[src/rtl/result_limit_pkg.sv]
// Constants shared by the result and upper-limit register slice.
// Assumes one system clock; register indices are the serial-port addresses.
package result_limit_pkg;

    // Register and field widths
    localparam int unsigned DATA_W = 24;
    localparam int unsigned ADDR_W = 7;
    localparam int unsigned SEL_W  = 4;
    localparam int unsigned NUM_LIM = 4;

    // Register addresses on the serial port
    localparam logic [ADDR_W-1:0] ADDR_UPPER_LIMIT_SLOT4 = 7'h2c;
    localparam logic [ADDR_W-1:0] ADDR_UPPER_LIMIT_SLOT5 = 7'h2d;
    localparam logic [ADDR_W-1:0] ADDR_UPPER_LIMIT_SLOT6 = 7'h2e;
    localparam logic [ADDR_W-1:0] ADDR_UPPER_LIMIT_SLOT7 = 7'h2f;
    localparam logic [ADDR_W-1:0] ADDR_RESULT_SLOT0      = 7'h30;
    localparam logic [ADDR_W-1:0] ADDR_RESULT_SLOT1      = 7'h31;

    // Reset values (none printed, cleared here)
    localparam logic [DATA_W-1:0] DATA_RESET = 24'h000000;

    // Slot numbers as coded in the destination selectors
    localparam logic [SEL_W-1:0] SLOT0_CODE = 4'h0;
    localparam logic [SEL_W-1:0] SLOT1_CODE = 4'h1;

    // Serial frame layout: 8-bit command {read, addr[6:0]}, then 24 data bits
    localparam int unsigned CMD_BITS   = 8;
    localparam int unsigned FRAME_BITS = 32;
    localparam int unsigned CMD_RD_BIT = 7;
    localparam logic [5:0]  CMD_LAST   = 6'h07;
    localparam logic [5:0]  FRAME_LAST = 6'h1f;

    // Serial engine phases
    typedef enum logic [1:0] {
        PH_IDLE,
        PH_CMD,
        PH_DATA,
        PH_DONE
    } spi_phase_t;

endpackage : result_limit_pkg

[src/rtl/result_limit_regs.sv]
// Upper-limit registers for slots 4..7, result registers for slots 0 and 1,
// the over-range comparators and the serial register port that reaches them.
// Assumes serial pins from outside the clock domain, mode 0, MSB first, and
// coding settings and conversion strobes from logic on the same clock.
`timescale 1ns/1ps

module result_limit_regs
(
    // Clock and reset
    input  wire logic                                          clk_in,
    input  wire logic                                          sys_rst_in,
    // Serial register port
    input  wire logic                                          sclk_in,
    input  wire logic                                          cs_n_in,
    input  wire logic                                          mosi_in,
    output logic                                               miso_out,
    output logic                                               miso_oe_out,
    // Conversion results and destination selection
    input  wire logic                                          conv_done_in,
    input  wire logic [result_limit_pkg::DATA_W-1:0]           conv_data_in,
    input  wire logic [result_limit_pkg::SEL_W-1:0]            primary_slot_select_in,
    input  wire logic [result_limit_pkg::SEL_W-1:0]            gpio_slot_select_in,
    // Coding settings
    input  wire logic                                          polarity_select_in,
    input  wire logic                                          format_select_in,
    // Stored results of slots 4..7, held by the rest of the result store
    input  wire logic [result_limit_pkg::NUM_LIM-1:0][result_limit_pkg::DATA_W-1:0] slot_hi_result_in,
    // Over-range flags for slots 4..7 and slot 0/1 contents
    output logic [result_limit_pkg::NUM_LIM-1:0]               over_range_flag_out,
    output logic [result_limit_pkg::DATA_W-1:0]                result_slot0_out,
    output logic [result_limit_pkg::DATA_W-1:0]                result_slot1_out
);

    ////////////////////////////////////////////////////////////////////////////
    // Pin synchronisers
    logic [2:0]                          sclk_s_q;
    logic [1:0]                          cs_n_s_q;
    logic [1:0]                          mosi_s_q;
    logic                                sclk_rise;
    logic                                sclk_fall;
    logic                                cs_act;

    // Two stages on every pin and a third on sclk, so edges are seen on settled samples only
    always_ff @(posedge clk_in or posedge sys_rst_in)
    begin
        if (sys_rst_in)
        begin
            sclk_s_q <= 3'h0;
            cs_n_s_q <= 2'h3;
            mosi_s_q <= 2'h0;
        end
        else
        begin
            sclk_s_q <= {sclk_s_q[1:0], sclk_in};
            cs_n_s_q <= {cs_n_s_q[0], cs_n_in};
            mosi_s_q <= {mosi_s_q[0], mosi_in};
        end
    end

    assign sclk_rise = sclk_s_q[1] & ~sclk_s_q[2];
    assign sclk_fall = ~sclk_s_q[1] & sclk_s_q[2];
    assign cs_act    = ~cs_n_s_q[1];

    ////////////////////////////////////////////////////////////////////////////
    // Serial frame engine
    result_limit_pkg::spi_phase_t        phase_q;
    logic [5:0]                          bit_cnt_q;
    logic [result_limit_pkg::DATA_W-1:0] rx_shift_q;
    logic [result_limit_pkg::DATA_W-1:0] tx_shift_q;
    logic [result_limit_pkg::ADDR_W-1:0] addr_q;
    logic                                rd_q;
    logic                                wr_commit;
    logic [result_limit_pkg::DATA_W-1:0] rd_data;
    logic [result_limit_pkg::NUM_LIM-1:0][result_limit_pkg::DATA_W-1:0] upper_limit_q;
    logic [result_limit_pkg::DATA_W-1:0] result_slot0_q;
    logic [result_limit_pkg::DATA_W-1:0] result_slot1_q;

    // Write commits one clock after the last rise, once that bit is in the shifter
    assign wr_commit = (phase_q == result_limit_pkg::PH_DONE) && cs_act && !rd_q
                       && (bit_cnt_q == 6'(result_limit_pkg::FRAME_BITS));

    // Read data mux; unmapped addresses read as zero
    always_comb
    begin
        case (addr_q)
            result_limit_pkg::ADDR_UPPER_LIMIT_SLOT4: rd_data = upper_limit_q[0];
            result_limit_pkg::ADDR_UPPER_LIMIT_SLOT5: rd_data = upper_limit_q[1];
            result_limit_pkg::ADDR_UPPER_LIMIT_SLOT6: rd_data = upper_limit_q[2];
            result_limit_pkg::ADDR_UPPER_LIMIT_SLOT7: rd_data = upper_limit_q[3];
            result_limit_pkg::ADDR_RESULT_SLOT0:      rd_data = result_slot0_q;
            result_limit_pkg::ADDR_RESULT_SLOT1:      rd_data = result_slot1_q;
            default:                                  rd_data = result_limit_pkg::DATA_RESET;
        endcase
    end

    // Frame sequencing; raising chip select aborts any frame at once
    always_ff @(posedge clk_in or posedge sys_rst_in)
    begin
        if (sys_rst_in)
        begin
            phase_q    <= result_limit_pkg::PH_IDLE;
            bit_cnt_q  <= 6'h00;
            rx_shift_q <= result_limit_pkg::DATA_RESET;
            addr_q     <= 7'h00;
            rd_q       <= 1'b0;
        end
        else if (!cs_act)
        begin
            phase_q   <= result_limit_pkg::PH_IDLE;
            bit_cnt_q <= 6'h00;
        end
        else
        begin
            case (phase_q)
                result_limit_pkg::PH_IDLE:
                begin
                    phase_q   <= result_limit_pkg::PH_CMD;
                    bit_cnt_q <= 6'h00;
                end
                result_limit_pkg::PH_CMD:
                begin
                    if (sclk_rise)
                    begin
                        rx_shift_q <= {rx_shift_q[result_limit_pkg::DATA_W-2:0], mosi_s_q[1]};
                        bit_cnt_q  <= bit_cnt_q + 6'h01;
                        if (bit_cnt_q == result_limit_pkg::CMD_LAST)
                        begin
                            rd_q    <= rx_shift_q[result_limit_pkg::CMD_RD_BIT-1];
                            addr_q  <= {rx_shift_q[result_limit_pkg::ADDR_W-2:0], mosi_s_q[1]};
                            phase_q <= result_limit_pkg::PH_DATA;
                        end
                    end
                end
                result_limit_pkg::PH_DATA:
                begin
                    if (sclk_rise)
                    begin
                        rx_shift_q <= {rx_shift_q[result_limit_pkg::DATA_W-2:0], mosi_s_q[1]};
                        bit_cnt_q  <= bit_cnt_q + 6'h01;
                        if (bit_cnt_q == result_limit_pkg::FRAME_LAST)
                        begin
                            phase_q <= result_limit_pkg::PH_DONE;
                        end
                    end
                end
                result_limit_pkg::PH_DONE:
                begin
                    phase_q <= result_limit_pkg::PH_DONE; // Extra clocks ignored until deselect
                    bit_cnt_q <= 6'h00; // Count cleared so a write commits only once
                end
                default:
                begin
                    phase_q <= result_limit_pkg::PH_IDLE;
                end
            endcase
        end
    end

    // Read data is captured on the first data-phase clock, when the address is final, then shifted on falls
    always_ff @(posedge clk_in or posedge sys_rst_in)
    begin
        if (sys_rst_in)
        begin
            tx_shift_q  <= result_limit_pkg::DATA_RESET;
            miso_out    <= 1'b0;
            miso_oe_out <= 1'b0;
        end
        else
        begin
            miso_oe_out <= cs_act && rd_q && (phase_q == result_limit_pkg::PH_DATA);
            if ((phase_q == result_limit_pkg::PH_DATA) && !miso_oe_out)
            begin
                tx_shift_q <= rd_data;
            end
            else if ((phase_q == result_limit_pkg::PH_DATA) && sclk_fall)
            begin
                miso_out   <= tx_shift_q[result_limit_pkg::DATA_W-1];
                tx_shift_q <= {tx_shift_q[result_limit_pkg::DATA_W-2:0], 1'b0};
            end
        end
    end

    ////////////////////////////////////////////////////////////////////////////
    // Upper limit registers
    // Host writes only; software must refresh them after a coding change
    always_ff @(posedge clk_in or posedge sys_rst_in)
    begin
        if (sys_rst_in)
        begin
            upper_limit_q <= '0;
        end
        else if (wr_commit)
        begin
            case (addr_q)
                result_limit_pkg::ADDR_UPPER_LIMIT_SLOT4: upper_limit_q[0] <= rx_shift_q;
                result_limit_pkg::ADDR_UPPER_LIMIT_SLOT5: upper_limit_q[1] <= rx_shift_q;
                result_limit_pkg::ADDR_UPPER_LIMIT_SLOT6: upper_limit_q[2] <= rx_shift_q;
                result_limit_pkg::ADDR_UPPER_LIMIT_SLOT7: upper_limit_q[3] <= rx_shift_q;
                default:                                  upper_limit_q    <= upper_limit_q;
            endcase
        end
    end

    ////////////////////////////////////////////////////////////////////////////
    // Result slots 0 and 1
    logic hit_slot0;
    logic hit_slot1;

    // A slot is chosen when either selector names it
    assign hit_slot0 = (primary_slot_select_in == result_limit_pkg::SLOT0_CODE)
                       || (gpio_slot_select_in == result_limit_pkg::SLOT0_CODE);
    assign hit_slot1 = (primary_slot_select_in == result_limit_pkg::SLOT1_CODE)
                       || (gpio_slot_select_in == result_limit_pkg::SLOT1_CODE);

    // A finishing conversion wins over a host write in the same cycle
    always_ff @(posedge clk_in or posedge sys_rst_in)
    begin
        if (sys_rst_in)
        begin
            result_slot0_q <= result_limit_pkg::DATA_RESET;
            result_slot1_q <= result_limit_pkg::DATA_RESET;
        end
        else
        begin
            if (conv_done_in && hit_slot0)
            begin
                result_slot0_q <= conv_data_in;
            end
            else if (wr_commit && (addr_q == result_limit_pkg::ADDR_RESULT_SLOT0))
            begin
                result_slot0_q <= rx_shift_q;
            end
            if (conv_done_in && hit_slot1)
            begin
                result_slot1_q <= conv_data_in;
            end
            else if (wr_commit && (addr_q == result_limit_pkg::ADDR_RESULT_SLOT1))
            begin
                result_slot1_q <= rx_shift_q;
            end
        end
    end

    // Copies for the rest of the result store
    always_ff @(posedge clk_in or posedge sys_rst_in)
    begin
        if (sys_rst_in)
        begin
            result_slot0_out <= result_limit_pkg::DATA_RESET;
            result_slot1_out <= result_limit_pkg::DATA_RESET;
        end
        else
        begin
            result_slot0_out <= result_slot0_q;
            result_slot1_out <= result_slot1_q;
        end
    end

    ////////////////////////////////////////////////////////////////////////////
    // Over-range comparison for slots 4..7
    logic signed_cmp;

    // Only bipolar two's complement data is ordered as signed numbers
    assign signed_cmp = polarity_select_in && format_select_in;

    // Compared every cycle, so a new result or limit is seen one clock later
    always_ff @(posedge clk_in or posedge sys_rst_in)
    begin
        if (sys_rst_in)
        begin
            over_range_flag_out <= '0;
        end
        else
        begin
            for (int i = 0; i < result_limit_pkg::NUM_LIM; i++)
            begin
                if (signed_cmp)
                begin
                    over_range_flag_out[i] <= $signed(slot_hi_result_in[i]) > $signed(upper_limit_q[i]);
                end
                else
                begin
                    over_range_flag_out[i] <= slot_hi_result_in[i] > upper_limit_q[i];
                end
            end
        end
    end

endmodule : result_limit_regs

[config.mk]
export PLATFORM = sky130hd
export DESIGN_NAME = result_limit_regs
export DESIGN_NICKNAME = d
export VERILOG_FILES = /design/src/rtl/result_limit_pkg.sv /design/src/rtl/result_limit_regs.sv
export SDC_FILE = /design/constraint.sdc
export NUM_CORES = 1
export LEC_CHECK = 0
export BUFFER_PORTS_ARGS = -buffer_cell sky130_fd_sc_hd__buf_4
export CELL_PAD_IN_SITES_DETAIL_PLACEMENT = 1
export CELL_PAD_IN_SITES_GLOBAL_PLACEMENT = 1
export CORE_UTILIZATION = 45
export DETAILED_ROUTE_END_ITERATION = 16
export PLACE_DENSITY_LB_ADDON = 0.1
export SLEW_MARGIN = 20
export SYNTH_ARGS = -nofsm -noshare
export SYNTH_HDL_FRONTEND = slang
export SYNTH_SLANG_ARGS = --single-unit
[constraint.sdc]
create_clock -name clk_in -period 9.1 [get_ports clk_in]
set_input_delay 0.91 -clock clk_in [delete_from_list [all_inputs] [get_ports clk_in]]
set_output_delay 0.91 -clock clk_in [all_outputs]
set_load 0.05 [all_outputs]
=== Word level (Yosys, flattened, before mapping) ===
Index checks and enable logic that the tools add are counted.

* Register bits: 269
* Logic and storage cells: 106

* Add/sub/neg operators: 1
* Magnitude comparators: 8
* Eq/ne operators: 19
* Mux-type cells: 20
* Bitwise gates (word level): 6
* Reductions and logical operators: 32

{| class="wikitable"
|+ Operators by type and width
! cell !! number
|-
| $gt A24 B24 Y1 || 8
|-
| $mux W24 || 6
|-
| $pmux W24 S6 || 1
|-
| $eq A7 B6 Y1 const B || 6
|-
| $logic_and A1 B1 Y1 || 12
|-
| $mux W6 || 2
|-
| $ne A3 B3 Y1 const B || 4
|-
| $pmux W6 S2 || 1
|-
| $mux W2 || 5
|-
| $reduce_and A2 Y1 || 5
|-
| $eq A4 B1 Y1 const B || 2
|-
| $logic_not A4 Y1 || 2
|-
| $pmux W2 S4 || 1
|-
| $reduce_and A4 Y1 || 2
|-
| $add A6 B1 Y6 const B || 1
|-
| $eq A6 B3 Y1 const B || 1
|-
| $eq A6 B5 Y1 const B || 1
|-
| $eq A6 B6 Y1 const B || 1
|-
| $reduce_bool A2 Y1 || 3
|-
| $eq A2 B2 Y1 const B || 2
|-
| $mux W1 || 4
|-
| $not A1 Y1 || 4
|-
| $reduce_or A2 Y1 || 2
|-
| $ne A3 B1 Y1 const B || 1
|-
| 6 further kinds || 9
|}

=== Depth between registers and ports, before layout ===
* Depth in word-level cells: 7
* Mapped depth: 9

=== Worst setup path before layout ===
No wires, ideal clock.

* Kind: input to register
* Start: in slot_hi_result_in[1] in the netlist's numbering
* End: reg over_range_flag_out[0] in the netlist's numbering
* Setup time: 0.120 ns
* Arrival: 2.174 ns
* Data required time: 8.980 ns
* Slack: 6.806 ns
* Stages on the path: 7
* Path buffers: 0
* Cells stage by stage: ha_1 -> nor2b_1 -> o211ai_1 -> a21oi_1 -> a211o_1 -> a211o_1 -> and3_1

* Cells in the longest elaborated chain, start to end: 2
* Elaborated cells between the ends (all ways): 3

{| class="wikitable"
|+ Ends and longest elaborated chain
! what !! RTL line !! RTL
|-
| start, declared || result_limit_regs.sv:27 || <nowiki>input wire logic [result_limit_pkg::NUM_LIM-1:0][result_limit_pkg::DATA_W-1:0] slot_hi_result_in,</nowiki>
|-
| $gt A24 B24 Y1 (on tied branches) || result_limit_regs.sv:283, result_limit_regs.sv:279 ||
|-
| $mux W1 * || result_limit_regs.sv:277 || <nowiki>if (signed_cmp)</nowiki>
|-
| end signal, assigned by index || result_limit_regs.sv:279 || <nowiki>over_range_flag_out[i] <= $signed(slot_hi_result_in[i]) > $signed(upper_limit_q[i]);</nowiki>
|-
| end signal, assigned by index || result_limit_regs.sv:283 || <nowiki>over_range_flag_out[i] <= slot_hi_result_in[i] > upper_limit_q[i];</nowiki>
|-
| end, declared || result_limit_regs.sv:29 || <nowiki>output logic [result_limit_pkg::NUM_LIM-1:0] over_range_flag_out,</nowiki>
|}

Mark *: on every way between the ends. The rest lies on a longest branch, timed or not.
A chain may end at the register's enable or synchronous reset.

=== Final worst setup path ===
* Start: reg addr_q[1] in the netlist's numbering
* End: reg result_slot0_q[12] in the netlist's numbering

* Cells in the longest elaborated chain, start to end: 3

{| class="wikitable"
|+ Ends and longest elaborated chain
! what !! RTL line !! RTL
|-
| start, declared || result_limit_regs.sv:70 || <nowiki>logic [result_limit_pkg::ADDR_W-1:0] addr_q;</nowiki>
|-
| start signal, assigned || result_limit_regs.sv:129 || <nowiki>addr_q <= {rx_shift_q[result_limit_pkg::ADDR_W-2:0], mosi_s_q[1]};</nowiki>
|-
| $eq A7 B6 Y1 || result_limit_regs.sv:229 || <nowiki>else if (wr_commit && (addr_q == result_limit_pkg::ADDR_RESULT_SLOT0))</nowiki>
|-
| $logic_and A1 B1 Y1 || result_limit_regs.sv:229 ||
|-
| $reduce_bool A2 Y1 (no source line) || - ||
|-
| end signal, assigned || result_limit_regs.sv:220 || <nowiki>result_slot0_q <= result_limit_pkg::DATA_RESET;</nowiki>
|-
| end signal, assigned || result_limit_regs.sv:227 || <nowiki>result_slot0_q <= conv_data_in;</nowiki>
|-
| end signal, assigned || result_limit_regs.sv:231 || <nowiki>result_slot0_q <= rx_shift_q;</nowiki>
|-
| end, declared || result_limit_regs.sv:75 || <nowiki>logic [result_limit_pkg::DATA_W-1:0] result_slot0_q;</nowiki>
|}

Every way passes these cells.

==> flow_metrics.env <==
export IMPL_layout_min_cycle_time_ps=2870
export IMPL_pwr_share_comb=0.210
export IMPL_layoutNonFillerInstCount=1903
export IMPL_final_cell_mix="265 x dfrtp_1, 204 x buf_4, 145 x nand2_1"
export IMPL_antenna_found_initial=1
export IMPL_num_rows=63
export IMPL_insertion_delay_ps=550
export IMPL_vdd_ir_drop_max_mv=0.137
export IMPL_maxCapViolations=0
export IMPL_holdBufCountCts=0
export IMPL_overflow=0
export IMPL_first_pass_iters=9
export IMPL_dp_hpwl_mm=29.0
export IMPL_fin_crit_sh=0.316
export IMPL_powerDensity_nw_per_um2=212
export IMPL_p_seq_frac=0.432
export IMPL_hold_path_class="primary input to async pin"
export IMPL_final_antenna_net_count=0
export IMPL_via_per_inst=5.56
export IMPL_path_common_cell="buf_4"
export IMPL_grt_setup_unrepaired="no"
export IMPL_slew_viol_final=0
export IMPL_grt_max_degree=141
export IMPL_drcViolationCount=0
export IMPL_diodes=0
export IMPL_crit_chain="buf_4 -> nor4b_2 -> nand3b_2 -> nor3_4 -> buf_4 -> mux2i_1 -> a21oi_1"
export IMPL_cts_tree="built"
export IMPL_switchingPower_w=0.00109
export IMPL_p_int_w=0.00235
export IMPL_path_clk_slew_ps=60
export IMPL_hold_viol=0
export IMPL_ys_warn_count=0
export IMPL_dieArea_um2=30800
export IMPL_via_count=10600
export IMPL_fin_setup_tns_ps=0
export IMPL_synth_net_count=1564
export IMPL_arrival_ps=3280
export IMPL_power_w=0.00344
export IMPL_wl_per_cell_um=21.0
export IMPL_power_leakage_nw=7.18
export IMPL_grt_pass1_vias=11300
export IMPL_slowest_stage="nand3b_2"
export IMPL_die_x_um=175
export IMPL_status="completed"
export IMPL_swShare=0.317
export IMPL_fin_skew_ps=16.1
export IMPL_synthCells=1326
export IMPL_final_common_cell="dfrtp_1"
export IMPL_floorplan_die_height_um=175
export IMPL_ctsResizeCount=0
export IMPL_clock_sinks=269
export IMPL_cts_made_buffers=28
export IMPL_cp_max_fo=39
export IMPL_synthFlopType="dfrtp_1"
export IMPL_drive_above_1_share=0.206
export IMPL_grt_usage=0.265
export IMPL_routed_wl_mm=40.0
export IMPL_area_delta_synth_final_pct=20.2
export IMPL_drt_iter0_drc=606
export IMPL_n_fill_cell=3330
export IMPL_h_tree_depth=1
export IMPL_port_buffers=189
export IMPL_critPathKind="flop to flop"
export IMPL_synth_edff_count=0
export IMPL_clock_power_share=0.358
export IMPL_ys_ff_latch=269
export IMPL_io_pins=190
export IMPL_async_flop_share=1.00
export IMPL_crit_required_ps=9510
export IMPL_critPathCaptureType="flop"
export IMPL_synth_area_um2=13500
export IMPL_worst_pin_slew_ps=901
export IMPL_dp_cells=1851
export IMPL_yosysUniqueCellTypes=55
export IMPL_gp_congestion=0.842
export IMPL_slowest_delay_ps=520
export IMPL_syn_mean_instance_area_um2=10.2
export IMPL_clockBufferDepth=3
export IMPL_coreArea_um2=29600
export IMPL_setup_viol=0
export IMPL_worst_slew_margin_rel=0.400
export IMPL_cts_setup_buffers=0
export IMPL_grt_pass1_wl_mm=63.1
export IMPL_clockRootBuffer="clkbuf_16"
export IMPL_startpoint_type="flop"
export IMPL_ys_seq_area_frac=0.498
export IMPL_num_nets_final=1730
export IMPL_initial_core_util=0.457
export IMPL_fmax_ghz=0.348
[final timing paths]
kind,startpoint,to,slack [ps],cells after the start
max,addr_q[1],result_slot0_q[12],6230,7
min,sys_rst_in,upper_limit_q[24],320,2
max reg2reg,addr_q[1],result_slot0_q[12],6230,7
min reg2reg,cs_n_s_q[0],cs_n_s_q[1],360,0
max in group asynchronous,sys_rst_in,addr_q[0],7130,4
min in group clk_in,cs_n_s_q[0],cs_n_s_q[1],360,0
[synth_stat cells (all sizes together), types with 3 or more instances]
master,instances,share of area
dfrtp,267,0.49
nand2,145,0.040
o21ai,138,0.051
inv,106,0.029
ha,102,0.094
a21oi,101,0.037
mux2i,100,0.074
nor2,78,0.022
buf,37,0.017
mux2,37,0.031
clkbuf,32,0.0089
o22ai,28,0.013
nand4,23,0.011
nand3,14,0.0052
nor3,11,0.0056
a221oi,8,0.0052
a22oi,8,0.0044
nor4,8,0.0037
o221ai,8,0.0052
o31ai,8,0.0044
a21o,7,0.0039
nor2b,7,0.0032
a211o,5,0.0032
o21a,5,0.0028
and4,4,0.0026
nand2b,4,0.0018
xor2,4,0.0026
a211oi,3,0.0017
o211a,3,0.0022
o211ai,3,0.0017
[metal layers]
metal / track usage / share of wire
met5: 0 / 0.00032
met4: 0.0685 / 0.023
met3: 0.0383 / 0.049
met2: 0.429 / 0.45
met1: 0.373 / 0.47
[worst max-delay path, delay by kind of cell (launching register included)]
kind / cells / cell delay (ps)
AND/OR/NAND/NOR: 3 / 1210
flip-flops: 1 / 390
AO/OA/AOI/OAI: 1 / 90
buffers and inverters: 2 / 750
multiplexers: 1 / 280
[power groups by stage]
stage	Clock (W)	Combinational, W	Sequential [W]
after detailed placement	0	0.000719	0.00150
final	0.00123	0.000723	0.00149
after global placement	0	0.000695	0.00150
after CTS	0.00125	0.000727	0.00149
after floorplan	0	0.000340	0.00161
after global routing	0.00129	0.000787	0.00151
[final cells by class]
| class | count | area, µm² | share of cell area |
|---|---|---|---|
| tap | 390 | 488 | 0.0300 |
| clock inverter | 15 | 183 | 0.0112 |
| multi-input combinational | 882 | 6090 | 0.374 |
| timing repair buffer | 205 | 1560 | 0.0959 |
| clock buffer | 36 | 802 | 0.0493 |
| sequential | 269 | 6740 | 0.414 |
| inverter | 106 | 405 | 0.0249 |
[sequential cells by signal, indices dropped and copies added (netlist names), 2 cells and up]
register / count
result_slot1_out: 24
result_slot1_q: 24
bit_cnt_q: 6
addr_q: 7
result_slot0_out: 24
upper_limit_q: 96
over_range_flag_out: 4
cs_n_s_q: 2
result_slot0_q: 24
sclk_s_q: 3
rx_shift_q: 24
mosi_s_q: 2
phase_q: 2
tx_shift_q: 24
[per-stage QoR]
stage	instance area [µm²]	hold slack [ps]	worst slack (ps)	util
detailed placement	15200	350	6230	0.515
global placement	15200	335	6330	0.515
finish	16300	319	6230	0.549
floorplan	13500	331	783	-
CTS	16200	362	6180	0.548
global route	16300	329	6050	0.549
[cells by family (layout without fill, tap and decap cells)]
logic type,after synthesis,count (layout),share of synthesized area
mux,138,138,0.106
fa+ha+maj,102,102,0.0943
simple gates,307,307,0.104
flops,269,269,0.498
buf+inv,175,362,0.0553
compound gates,330,330,0.139
xor+xnor,5,5,0.00324
(Power assumes the default switching activity.)
